### src/verilog/tanc_nvm_defs.svh
`ifndef TANC_NVM_DEFS_SVH
`define TANC_NVM_DEFS_SVH

// ----------------------------------------------------------------
// register offsets
// ----------------------------------------------------------------
`define TANC_OFF_CTRL   8'h00
`define TANC_OFF_UNLOCK 8'h04
`define TANC_OFF_LATCH  8'h08
`define TANC_OFF_PTRL   8'h0C
`define TANC_OFF_PTRH   8'h10
`define TANC_OFF_PTRU   8'h14
`define TANC_OFF_CMD    8'h18
`define TANC_OFF_STAT   8'h1C

// ----------------------------------------------------------------
// field positions
// ----------------------------------------------------------------
`define TANC_B_SPACE    7
`define TANC_B_CFG      6
`define TANC_B_ERASE    4
`define TANC_B_FAULT    3
`define TANC_B_PERMIT   2
`define TANC_B_LAUNCH   1
`define TANC_B_FETCH    0
`define TANC_B_DONE     0
`define TANC_B_BUSY     1
`define TANC_B_STORE    2
`define TANC_ERASE_LSB  6

// ----------------------------------------------------------------
// values and timing
// ----------------------------------------------------------------
`define TANC_KEY_FIRST  8'h55
`define TANC_KEY_SECOND 8'hAA
`define TANC_HOLD_RST   8'hFF
`define TANC_HOLD_BYTES 64
`define TANC_PTR_W      22
`define TANC_CLK_MHZ    250
`define TANC_CYC_TIME_US 2000

`endif

### src/verilog/tanc_pkg.sv
package tanc_pkg;

  // ----------------------------------------------------------------
  // pointer update modes, space targets, fetch states
  // ----------------------------------------------------------------
  typedef enum logic [1:0] {
    TANC_KEEP,
    TANC_POST_INC,
    TANC_POST_DEC,
    TANC_PRE_INC
  } tanc_mode_type;

  typedef enum logic [1:0] {
    TANC_SP_EE,
    TANC_SP_FLASH,
    TANC_SP_CFG
  } tanc_space_type;

  typedef enum logic {
    TANC_TBL_IDLE,
    TANC_TBL_FETCH
  } tanc_tbl_state_type;

endpackage : tanc_pkg

### src/verilog/tanc_nvm_ctrl.sv
// Behaviour
// unlock port reads as all zeros
// bit 7 picks flash or eeprom
// bit 6 picks config space, overriding
// erase-arm bit selects erase, cleared when done
// modify permit gates cycles, reset cleared
// fault flag shows cut or improper cycle (presetn clears it, so a cycle cut by reset is not shown)
// launch sets fault, completion clears it
// launch set-only, hardware clears at end
// done flag sticky until firmware clears
// fetch bit one-cycle read, blocked by spaces
// fault leaves space selects untouched
// control bit 5 reads zero
// byte latch holds moved bytes
// pointer is 22 bits from three bytes
// four pointer updates on low 21 bits
// table fetch loads addressed byte to latch
// table store fills holding register by index
// write sends whole block at upper bits
// erase uses pointer bits 21 to 6
// pointer lsb picks word byte
// software unlocks with 55h then AAh
// holding registers reset to FFh
// core stalls during program memory cycle
// launch ignored while cycle runs
//
// The implementer's own choices: the APB interface to the registers and the register offsets.
`timescale 1ns/1ns
`include "tanc_nvm_defs.svh"

module tanc_nvm_ctrl #(
  parameter int HOLD_BYTES = `TANC_HOLD_BYTES,
  parameter int CYC_CYCLES = `TANC_CYC_TIME_US * `TANC_CLK_MHZ
) (
  input  wire logic                    pclk,
  input  wire logic                    presetn,
  input  wire logic                    psel,
  input  wire logic                    penable,
  input  wire logic                    pwrite,
  input  wire logic [7:0]              paddr,
  input  wire logic [31:0]             pwdata,
  output wire logic [31:0]             prdata,
  output wire logic                    pready,
  output wire logic                    pslverr,
  input  wire logic [15:0]             nvm_rdata,
  output wire logic [21:0]             nvm_addr,
  output wire logic                    nvm_fetch,
  output wire logic                    ee_read,
  output wire logic                    cyc_active,
  output wire logic                    cyc_erase,
  output wire logic [1:0]              cyc_space,
  output wire logic [21:0]             cyc_addr,
  output wire logic [HOLD_BYTES*8-1:0] hold_data,
  output wire logic                    cpu_stall
);

  localparam int HOLD_IDX = $clog2(HOLD_BYTES);
  localparam int CNT_W    = $clog2(CYC_CYCLES + 1);

  // ----------------------------------------------------------------
  // state
  // ----------------------------------------------------------------
  logic [31:0]                  prdata_ff;
  logic                         pready_ff, pslverr_ff, space_ff, cfg_ff, erase_ff, fault_ff;
  logic                         permit_ff, launch_ff, fetch_bit_ff, done_ff, stall_ff;
  logic                         cyc_erase_ff, nvm_fetch_ff;
  logic [1:0]                   unlk_ff;
  logic [CNT_W-1:0]             cnt_ff;
  tanc_pkg::tanc_space_type     cyc_space_ff;
  logic [21:0]                  cyc_addr_ff, ptr_ff, nvm_addr_ff;
  logic [7:0]                   latch_ff;
  tanc_pkg::tanc_tbl_state_type tbl_st_ff;
  logic [7:0]                   hold_ff [HOLD_BYTES];

  // ----------------------------------------------------------------
  // bus decode
  // ----------------------------------------------------------------
  logic                    acc, wr_ev, hit_ctrl, hit_unlk, hit_cmd, w_launch, launch_ok;
  logic                    cyc_done, hold_clr, tbl_go, st_ev, rd_err, nxt_pready;
  logic [21:0]             ptr_inc, ptr_dec, acc_addr, nxt_ptr;
  tanc_pkg::tanc_mode_type mode;
  logic [7:0]              ctrl_rd;
  logic [31:0]             rd_val;

  assign acc      = psel & penable;
  assign wr_ev    = acc & pready_ff & pwrite;
  assign hit_ctrl = wr_ev & (paddr == `TANC_OFF_CTRL);
  assign hit_unlk = wr_ev & (paddr == `TANC_OFF_UNLOCK);
  assign hit_cmd  = wr_ev & (paddr == `TANC_OFF_CMD);
  assign w_launch = hit_ctrl & pwdata[`TANC_B_LAUNCH] & ~launch_ff;
  assign launch_ok = w_launch & permit_ff & (unlk_ff == 2'd2);
  assign cyc_done = launch_ff & (cnt_ff == CNT_W'(1));
  assign hold_clr = cyc_done & ~cyc_erase_ff & (cyc_space_ff != tanc_pkg::TANC_SP_EE);

  assign ctrl_rd = {space_ff, cfg_ff, 1'b0, erase_ff, fault_ff,
                    permit_ff, launch_ff, fetch_bit_ff};

  always_comb begin
    rd_val = 32'h0;
    rd_err = 1'b0;
    if (paddr == `TANC_OFF_CTRL) begin
      rd_val = {24'h0, ctrl_rd};
    end else if (paddr == `TANC_OFF_UNLOCK || paddr == `TANC_OFF_CMD) begin
      rd_val = 32'h0;
    end else if (paddr == `TANC_OFF_LATCH) begin
      rd_val = {24'h0, latch_ff};
    end else if (paddr == `TANC_OFF_PTRL) begin
      rd_val = {24'h0, ptr_ff[7:0]};
    end else if (paddr == `TANC_OFF_PTRH) begin
      rd_val = {24'h0, ptr_ff[15:8]};
    end else if (paddr == `TANC_OFF_PTRU) begin
      rd_val = {26'h0, ptr_ff[21:16]};
    end else if (paddr == `TANC_OFF_STAT) begin
      rd_val = {30'h0, launch_ff | (tbl_st_ff != tanc_pkg::TANC_TBL_IDLE), done_ff};
    end else begin
      rd_err = 1'b1;
    end
  end

  // ----------------------------------------------------------------
  // apb answer, one wait state, held off while the core is stalled
  // ----------------------------------------------------------------
  assign nxt_pready = acc & ~pready_ff & ~stall_ff;

  always_ff @(posedge pclk or negedge presetn) begin
    if (!presetn) begin
      pready_ff  <= 1'b0;
      pslverr_ff <= 1'b0;
      prdata_ff  <= 32'h0;
    end else begin
      pready_ff  <= nxt_pready;
      pslverr_ff <= nxt_pready & rd_err;
      if (nxt_pready && !pwrite) begin
        prdata_ff <= rd_val;
      end else begin
        prdata_ff <= 32'h0;
      end
    end
  end

  // ----------------------------------------------------------------
  // control register
  // ----------------------------------------------------------------
  always_ff @(posedge pclk or negedge presetn) begin
    if (!presetn) begin
      space_ff  <= 1'b0;
      cfg_ff    <= 1'b0;
      permit_ff <= 1'b0;
    end else if (hit_ctrl) begin
      space_ff  <= pwdata[`TANC_B_SPACE];
      cfg_ff    <= pwdata[`TANC_B_CFG];
      permit_ff <= pwdata[`TANC_B_PERMIT];
    end
  end

  always_ff @(posedge pclk or negedge presetn) begin
    if (!presetn) begin
      erase_ff <= 1'b0;
    end else if (cyc_done && cyc_erase_ff) begin
      erase_ff <= 1'b0;
    end else if (hit_ctrl) begin
      erase_ff <= pwdata[`TANC_B_ERASE];
    end
  end

  always_ff @(posedge pclk or negedge presetn) begin
    if (!presetn) begin
      fault_ff <= 1'b0;
    end else if (w_launch) begin
      fault_ff <= 1'b1;
    end else if (cyc_done) begin
      fault_ff <= 1'b0;
    end else if (hit_ctrl) begin
      fault_ff <= pwdata[`TANC_B_FAULT];
    end
  end

  always_ff @(posedge pclk or negedge presetn) begin
    if (!presetn) begin
      fetch_bit_ff <= 1'b0;
    end else begin
      fetch_bit_ff <= hit_ctrl & pwdata[`TANC_B_FETCH] &
                      ~pwdata[`TANC_B_SPACE] & ~pwdata[`TANC_B_CFG] &
                      ~space_ff & ~cfg_ff;
    end
  end

  always_ff @(posedge pclk or negedge presetn) begin
    if (!presetn) begin
      unlk_ff <= 2'd0;
    end else if (hit_unlk) begin
      if (pwdata[7:0] == `TANC_KEY_FIRST) begin
        unlk_ff <= 2'd1;
      end else if (pwdata[7:0] == `TANC_KEY_SECOND && unlk_ff == 2'd1) begin
        unlk_ff <= 2'd2;
      end else begin
        unlk_ff <= 2'd0;
      end
    end else if (wr_ev) begin
      unlk_ff <= 2'd0;
    end
  end

  // ----------------------------------------------------------------
  // self-timed cycle
  // ----------------------------------------------------------------
  always_ff @(posedge pclk or negedge presetn) begin
    if (!presetn) begin
      launch_ff <= 1'b0;
      cnt_ff    <= '0;
    end else if (launch_ok) begin
      launch_ff <= 1'b1;
      cnt_ff    <= CNT_W'(CYC_CYCLES);
    end else if (launch_ff) begin
      launch_ff <= ~cyc_done;
      cnt_ff    <= cnt_ff - CNT_W'(1);
    end
  end

  always_ff @(posedge pclk or negedge presetn) begin
    if (!presetn) begin
      cyc_erase_ff <= 1'b0;
      cyc_space_ff <= tanc_pkg::TANC_SP_EE;
      cyc_addr_ff  <= 22'h0;
    end else if (launch_ok) begin
      cyc_erase_ff <= erase_ff & space_ff & ~cfg_ff;
      if (cfg_ff) begin
        cyc_space_ff <= tanc_pkg::TANC_SP_CFG;
      end else if (space_ff) begin
        cyc_space_ff <= tanc_pkg::TANC_SP_FLASH;
      end else begin
        cyc_space_ff <= tanc_pkg::TANC_SP_EE;
      end
      if (erase_ff && space_ff && !cfg_ff) begin
        cyc_addr_ff <= {ptr_ff[21:`TANC_ERASE_LSB], 6'h0};
      end else if (space_ff || cfg_ff) begin
        cyc_addr_ff <= {ptr_ff[21:HOLD_IDX], HOLD_IDX'(0)};
      end else begin
        cyc_addr_ff <= ptr_ff;
      end
    end
  end

  always_ff @(posedge pclk or negedge presetn) begin
    if (!presetn) begin
      stall_ff <= 1'b0;
    end else if (launch_ok) begin
      stall_ff <= space_ff | cfg_ff;
    end else if (cyc_done) begin
      stall_ff <= 1'b0;
    end
  end

  always_ff @(posedge pclk or negedge presetn) begin
    if (!presetn) begin
      done_ff <= 1'b0;
    end else if (cyc_done) begin
      done_ff <= 1'b1;
    end else if (wr_ev && paddr == `TANC_OFF_STAT && pwdata[`TANC_B_DONE]) begin
      done_ff <= 1'b0;
    end
  end

  // ----------------------------------------------------------------
  // table pointer and latch
  // ----------------------------------------------------------------
  assign mode    = tanc_pkg::tanc_mode_type'(pwdata[1:0]);
  assign tbl_go  = hit_cmd & (tbl_st_ff == tanc_pkg::TANC_TBL_IDLE);
  assign st_ev   = tbl_go & pwdata[`TANC_B_STORE];
  assign ptr_inc = {ptr_ff[21], ptr_ff[20:0] + 21'h1};
  assign ptr_dec = {ptr_ff[21], ptr_ff[20:0] - 21'h1};

  always_comb begin
    acc_addr = ptr_ff;
    nxt_ptr  = ptr_ff;
    case (mode)
      tanc_pkg::TANC_POST_INC: nxt_ptr = ptr_inc;
      tanc_pkg::TANC_POST_DEC: nxt_ptr = ptr_dec;
      tanc_pkg::TANC_PRE_INC: begin
        nxt_ptr  = ptr_inc;
        acc_addr = ptr_inc;
      end
      default: nxt_ptr = ptr_ff;
    endcase
  end

  always_ff @(posedge pclk or negedge presetn) begin
    if (!presetn) begin
      ptr_ff <= 22'h0;
    end else if (tbl_go) begin
      ptr_ff <= nxt_ptr;
    end else if (wr_ev && paddr == `TANC_OFF_PTRL) begin
      ptr_ff[7:0] <= pwdata[7:0];
    end else if (wr_ev && paddr == `TANC_OFF_PTRH) begin
      ptr_ff[15:8] <= pwdata[7:0];
    end else if (wr_ev && paddr == `TANC_OFF_PTRU) begin
      ptr_ff[21:16] <= pwdata[5:0];
    end
  end

  always_ff @(posedge pclk or negedge presetn) begin
    if (!presetn) begin
      tbl_st_ff    <= tanc_pkg::TANC_TBL_IDLE;
      nvm_fetch_ff <= 1'b0;
      nvm_addr_ff  <= 22'h0;
    end else begin
      case (tbl_st_ff)
        tanc_pkg::TANC_TBL_IDLE: begin
          if (tbl_go && !pwdata[`TANC_B_STORE]) begin
            tbl_st_ff    <= tanc_pkg::TANC_TBL_FETCH;
            nvm_fetch_ff <= 1'b1;
            nvm_addr_ff  <= acc_addr;
          end
        end
        default: begin
          tbl_st_ff    <= tanc_pkg::TANC_TBL_IDLE;
          nvm_fetch_ff <= 1'b0;
        end
      endcase
    end
  end

  always_ff @(posedge pclk or negedge presetn) begin
    if (!presetn) begin
      latch_ff <= 8'h0;
    end else if (tbl_st_ff == tanc_pkg::TANC_TBL_FETCH) begin
      latch_ff <= nvm_addr_ff[0] ? nvm_rdata[15:8] : nvm_rdata[7:0];
    end else if (wr_ev && paddr == `TANC_OFF_LATCH) begin
      latch_ff <= pwdata[7:0];
    end
  end

  // ----------------------------------------------------------------
  // holding registers
  // ----------------------------------------------------------------
  for (genvar i = 0; i < HOLD_BYTES; i++) begin : g_hold
    always_ff @(posedge pclk or negedge presetn) begin
      if (!presetn) begin
        hold_ff[i] <= `TANC_HOLD_RST;
      end else if (hold_clr) begin
        hold_ff[i] <= `TANC_HOLD_RST;
      end else if (st_ev && acc_addr[HOLD_IDX-1:0] == HOLD_IDX'(i)) begin
        hold_ff[i] <= latch_ff;
      end
    end
    assign hold_data[i*8 +: 8] = hold_ff[i];
  end

  // ----------------------------------------------------------------
  // outputs
  // ----------------------------------------------------------------
  assign prdata     = prdata_ff;
  assign pready     = pready_ff;
  assign pslverr    = pslverr_ff;
  assign nvm_addr   = nvm_addr_ff;
  assign nvm_fetch  = nvm_fetch_ff;
  assign ee_read    = fetch_bit_ff;
  assign cyc_active = launch_ff;
  assign cyc_erase  = cyc_erase_ff;
  assign cyc_space  = cyc_space_ff;
  assign cyc_addr   = cyc_addr_ff;
  assign cpu_stall  = stall_ff;

  // ----------------------------------------------------------------
  // assertions
  // ----------------------------------------------------------------
  unlock_read_a: assert property (@(posedge pclk) disable iff (!presetn)
    (nxt_pready && !pwrite && paddr == `TANC_OFF_UNLOCK) |=> prdata_ff == 32'h0)
    else $error("unlock port read not zero");
  ctrl_bit5_a: assert property (@(posedge pclk) disable iff (!presetn)
    (nxt_pready && !pwrite && paddr == `TANC_OFF_CTRL) |=> !prdata_ff[5])
    else $error("control bit 5 not zero");
  launch_fault_a: assert property (@(posedge pclk) disable iff (!presetn)
    launch_ok |=> fault_ff && launch_ff && cnt_ff == CNT_W'(CYC_CYCLES))
    else $error("launch did not set fault and cycle");
  cycle_end_a: assert property (@(posedge pclk) disable iff (!presetn)
    cyc_done |=> !launch_ff && done_ff && !fault_ff && !stall_ff)
    else $error("cycle end did not finish cleanly");
  permit_gate_a: assert property (@(posedge pclk) disable iff (!presetn)
    (w_launch && !permit_ff) |=> !launch_ff && fault_ff)
    else $error("launch passed without permit");
  busy_ignore_a: assert property (@(posedge pclk) disable iff (!presetn)
    (launch_ff && !cyc_done && hit_ctrl) |=> cnt_ff == $past(cnt_ff) - CNT_W'(1))
    else $error("running cycle restarted");
  fetch_block_a: assert property (@(posedge pclk) disable iff (!presetn)
    (hit_ctrl && (space_ff || cfg_ff)) |=> !fetch_bit_ff ##1 !fetch_bit_ff)
    else $error("eeprom fetch not blocked");
  fetch_byte_a: assert property (@(posedge pclk) disable iff (!presetn)
    (tbl_st_ff == tanc_pkg::TANC_TBL_FETCH) |=>
      latch_ff == ($past(nvm_addr_ff[0]) ? $past(nvm_rdata[15:8]) : $past(nvm_rdata[7:0])))
    else $error("fetched byte wrong");
  ptr_top_a: assert property (@(posedge pclk) disable iff (!presetn)
    tbl_go |=> ptr_ff[21] == $past(ptr_ff[21]))
    else $error("pointer top bit changed by update");
  stall_hold_a: assert property (@(posedge pclk) disable iff (!presetn)
    (launch_ok && space_ff) |=> stall_ff && !pready_ff)
    else $error("core not stalled in flash cycle");

endmodule : tanc_nvm_ctrl

### config.mk
export PLATFORM = sky130hd
export DESIGN_NAME = tanc_nvm_ctrl
export DESIGN_NICKNAME = d
export VERILOG_FILES = /design/src/verilog/tanc_pkg.sv /design/src/verilog/tanc_nvm_ctrl.sv
export VERILOG_INCLUDE_DIRS = /design/src /design/src/verilog
export SDC_FILE = /design/constraint.sdc
export NUM_CORES = 1
export LEC_CHECK = 0
export ABC_CLOCK_PERIOD_IN_PS = 5600
export BUFFER_PORTS_ARGS = -buffer_cell sky130_fd_sc_hd__buf_2
export CAP_MARGIN = 20
export CELL_PAD_IN_SITES_DETAIL_PLACEMENT = 1
export CELL_PAD_IN_SITES_GLOBAL_PLACEMENT = 1
export CORE_AREA = 2 2 258 260
export CTS_BUF_LIST = sky130_fd_sc_hd__clkbuf_8
export DETAILED_ROUTE_END_ITERATION = 6
export DIE_AREA = 0 0 260 262
export PLACE_DENSITY = 0.94
export SYNTH_ARGS = -nofsm -noshare
export SYNTH_HDL_FRONTEND = slang
export SYNTH_SLANG_ARGS = --single-unit
### constraint.sdc
create_clock -name pclk -period 5.6 [get_ports pclk]
set_input_delay 0.56 -clock pclk [delete_from_list [all_inputs] [get_ports pclk]]
set_output_delay 0.56 -clock pclk [all_outputs]
set_load 0.005 [all_outputs]
==> flow_metrics.tcl <==
set metrics [dict create \
    synth.top_cells.by_area "dfstp_2, dfrtp_1, a221o_1" \
    dpl.hpwl_um 77400 \
    final_nets 3133 \
    cp_cell_sequence "buf_4, ha_1, nand3_2, xnor2_2, or4_1, or4_1, mux2i_1" \
    htreeDepth 3 \
    cts_resized 0 \
    synthFlopType "dfstp_2" \
    end_kind "register" \
    hold_viol 0 \
    path_class "reg2reg" \
    cpPeakStageDelay_ps 1030 \
    globalRouteTotalUtil_pct 33.2 \
    syn_area_um2 28600 \
    clk_latency_ps 720 \
    clk_pin_slew_worst_paths_ps 60 \
    root_buffer "clkbuf_8" \
    antenna_found_initial 7 \
    start_util_pct 43.9 \
    fillCellCount 7081 \
    cts_sinks 631 \
    wl_um 117000 \
    grt_pass1_vias 26809 \
    p_leak_nw 14.6 \
    min_path_type "in2reg" \
    ir_drop_uv 176 \
    cts_buffers 105 \
    synth_seq_cells 631 \
    gp_congestion 0.935 \
    vias 26248 \
    max_cap_violations 0 \
    grt_overflow 0 \
    ys_warn_count 0 \
    crit_slowest_cell "or4_1" \
    drv_slew 0 \
    io_pins 658 \
    die_y_um 262 \
    wl_per_cell_um 29.2 \
    reg2reg_setup_slack_ps 1390 \
    grt_max_degree 159 \
    first_pass_iters 6 \
    clock_skew_ps 46.0 \
    path_max_fanout 25 \
    clock_path_buffers 3 \
    synthCells 2556 \
    final_cells 4018 \
    post_cts_buffers 0 \
    post-route-min-period_ps 4210 \
    postCtsHoldBufs 0 \
    synthDistinctLibCells 78 \
    io_buffers 609 \
    layout-drive-gt1-share_pct 43.9 \
    status "finished clean" \
    drc 0 \
    synth_top_area_share_pct 47.0 \
    fin_setup_tns_ps 0 \
    synth_edf_count 0 \
    cp.arrival_ps 4800 \
    slew_headroom_pct 28.3 \
    drt_iter0_markers 3177 \
    crit_required_ps 6190 \
    grt_pass1_wl_um 173000 \
    area_growth_pct 20.9 \
    tightestPinTransition_ps 1080 \
    num_rows 94 \
    cts_tree "done" \
    power_density_nw_per_um2 260 \
    ys_seq_area_share_pct 57.4 \
    core_um2 65300 \
    drt.antenna.violating_nets 0 \
    setup_viol 0 \
    timing.fmax_ghz 0.238 \
    place_inst 3822 \
    vias_per_cell 6.53 \
    synth_top_area_cell "dfstp_2" \
    die_x_um 260 \
    cpMostUsedCell "or4_1" \
    synthArstFlopShare_pct 100 \
    dieArea_um2 68100 \
    start_kind "register" \
    rsz0062_at_grt "false" \
    finalCritPeriodShare_pct 75.2 \
    syn_area_per_cell_um2 11.2 \
]
-- power breakdown --
part	switching [mW]	total, mW	internal, mW
Sequential	0.0106	4.59	4.58
Clock	1.98	4.17	2.19
Combinational	0.181	0.223	0.0423
-- through the flow --
stage	total power, mW	hold slack [ps]	instance area, um2	utilization [%]	setup slack (ps)
after global routing	9.24	146	34600	53.0	1310
after global placement	4.88	454	32400	49.7	1680
after CTS	9.03	80.0	34500	52.9	1490
final	8.98	175	34600	53.0	1390
after floorplan	4.74	264	28700	-	2890
after detailed placement	4.88	460	32400	49.7	1530
-- cells by family after synthesis --
| kind of cell | synth area share (%) |
|---|---|
| and+or+nand+nor | 11.5 |
| DFF | 57.4 |
| muxes | 2.37 |
| adders and majority gates | 0.175 |
| other | 0.0131 |
| xor gates and xnor gates | 1.10 |
| buffers and inverters | 4.48 |
| AOI/OAI and AO/OA | 22.9 |
-- area by class of cell --
| cell class | count | area (um2) | share of cell area (%) |
|---|---|---|---|
| clock buffers | 127 | 1750 | 5.05 |
| repair buffers | 672 | 3680 | 10.6 |
| well taps | 864 | 1080 | 3.12 |
| inverters | 16 | 60.1 | 0.174 |
| clock inverters | 60 | 358 | 1.03 |
| multi-input cells | 1642 | 11200 | 32.5 |
| flip-flops and latches | 631 | 16400 | 47.5 |
| diodes | 6 | 15.0 | 0.0434 |
-- path summary, 6_finish.rpt --
| kind | startpoint | to | cells past startpoint |
|---|---|---|---|
| worst max-delay path | ptr_ff[0]$_DFFE_PN0P_ | hold_data[1]$_DFFE_PN1P_ | 7 |
| worst min register to register | cyc_addr[1]$_DFFE_PN0P_ | cyc_addr[1]$_DFFE_PN0P_ | 2 |
| max in group asynchronous | presetn | nvm_addr[2]$_DFFE_PN0P_ | 2 |
| min in group asynchronous | presetn | hold_data[55]$_DFFE_PN1P_ | 1 |
| worst min-delay path | penable | pready$_DFF_PN0_ | 3 |
| worst max register to register | ptr_ff[0]$_DFFE_PN0P_ | hold_data[1]$_DFFE_PN1P_ | 7 |
-- worst max-delay path: cells and delay by family, from the launching register on --
kind,cells,cell delay (ps)
and+or+nand+nor,3,2170
muxes,1,340
DFF,1,600
adders and majority gates,1,370
xor gates and xnor gates,1,350
buffers and inverters,1,260
-- cell usage after synthesis (5+ instances only) --
library cell  number
buf_1             17
xnor2_1           25
o21a_1            10
or4_1             20
o2111ai_1          6
nor2b_1            5
mux2_2             7
o21ai_1            9
and2_1            22
a221o_1          273
nand3_1           78
a221oi_1           5
buf_2             33
mux2i_1           60
dfrtp_1          119
nor3_1            29
inv_1             16
o31ai_1            8
o22a_1             6
o211ai_1         197
o21ai_0          250
xor2_1             9
and4_1             7
nor2_1           121
a31oi_1            8
nor4_1            18
a21oi_1           29
buf_4             25
nand2_1          205
nand2b_1           6
and3_1            77
dfstp_2          512
o22ai_1            5
clkbuf_1         215
nand4_1           25
a211oi_1           6
-- sequential cells by signal (all words and copies together) (netlist names), 2 cells and up --
name and flops:
cnt_ff 19, cyc_addr 22, cyc_space 2, hold_data 512
latch_ff 8, nvm_addr 22, prdata 8, ptr_ff 22
unlk_ff 2
-- cell usage in the layout, fill, tap and decap left out, types with 17 or more instances in the layout --
cell,instances
buf_2,609
dfstp_2,512
a221o_1,273
o21ai_0,250
nand2_1,203
o211ai_1,197
clkbuf_8,127
nor2_1,119
dfrtp_1,119
nand3_1,78
and3_1,77
inv_1,61
mux2i_1,60
buf_4,50
a21oi_1,28
nor3_1,25
nand4_1,25
xnor2_1,25
conb_1,24
and2_1,22
or4_1,20
nor4_1,17
-- per-layer routing --
metal  up-vias  track usage [%]  wire length [um]
met2      1564             53.9             56000
met1     13460             40.0             43100
met4         2             24.0              9190
met5         -                0                15
met3       482             5.99              8870
li1      10740                -                 -
No activity file was read; power rests on OpenSTA's default activity.
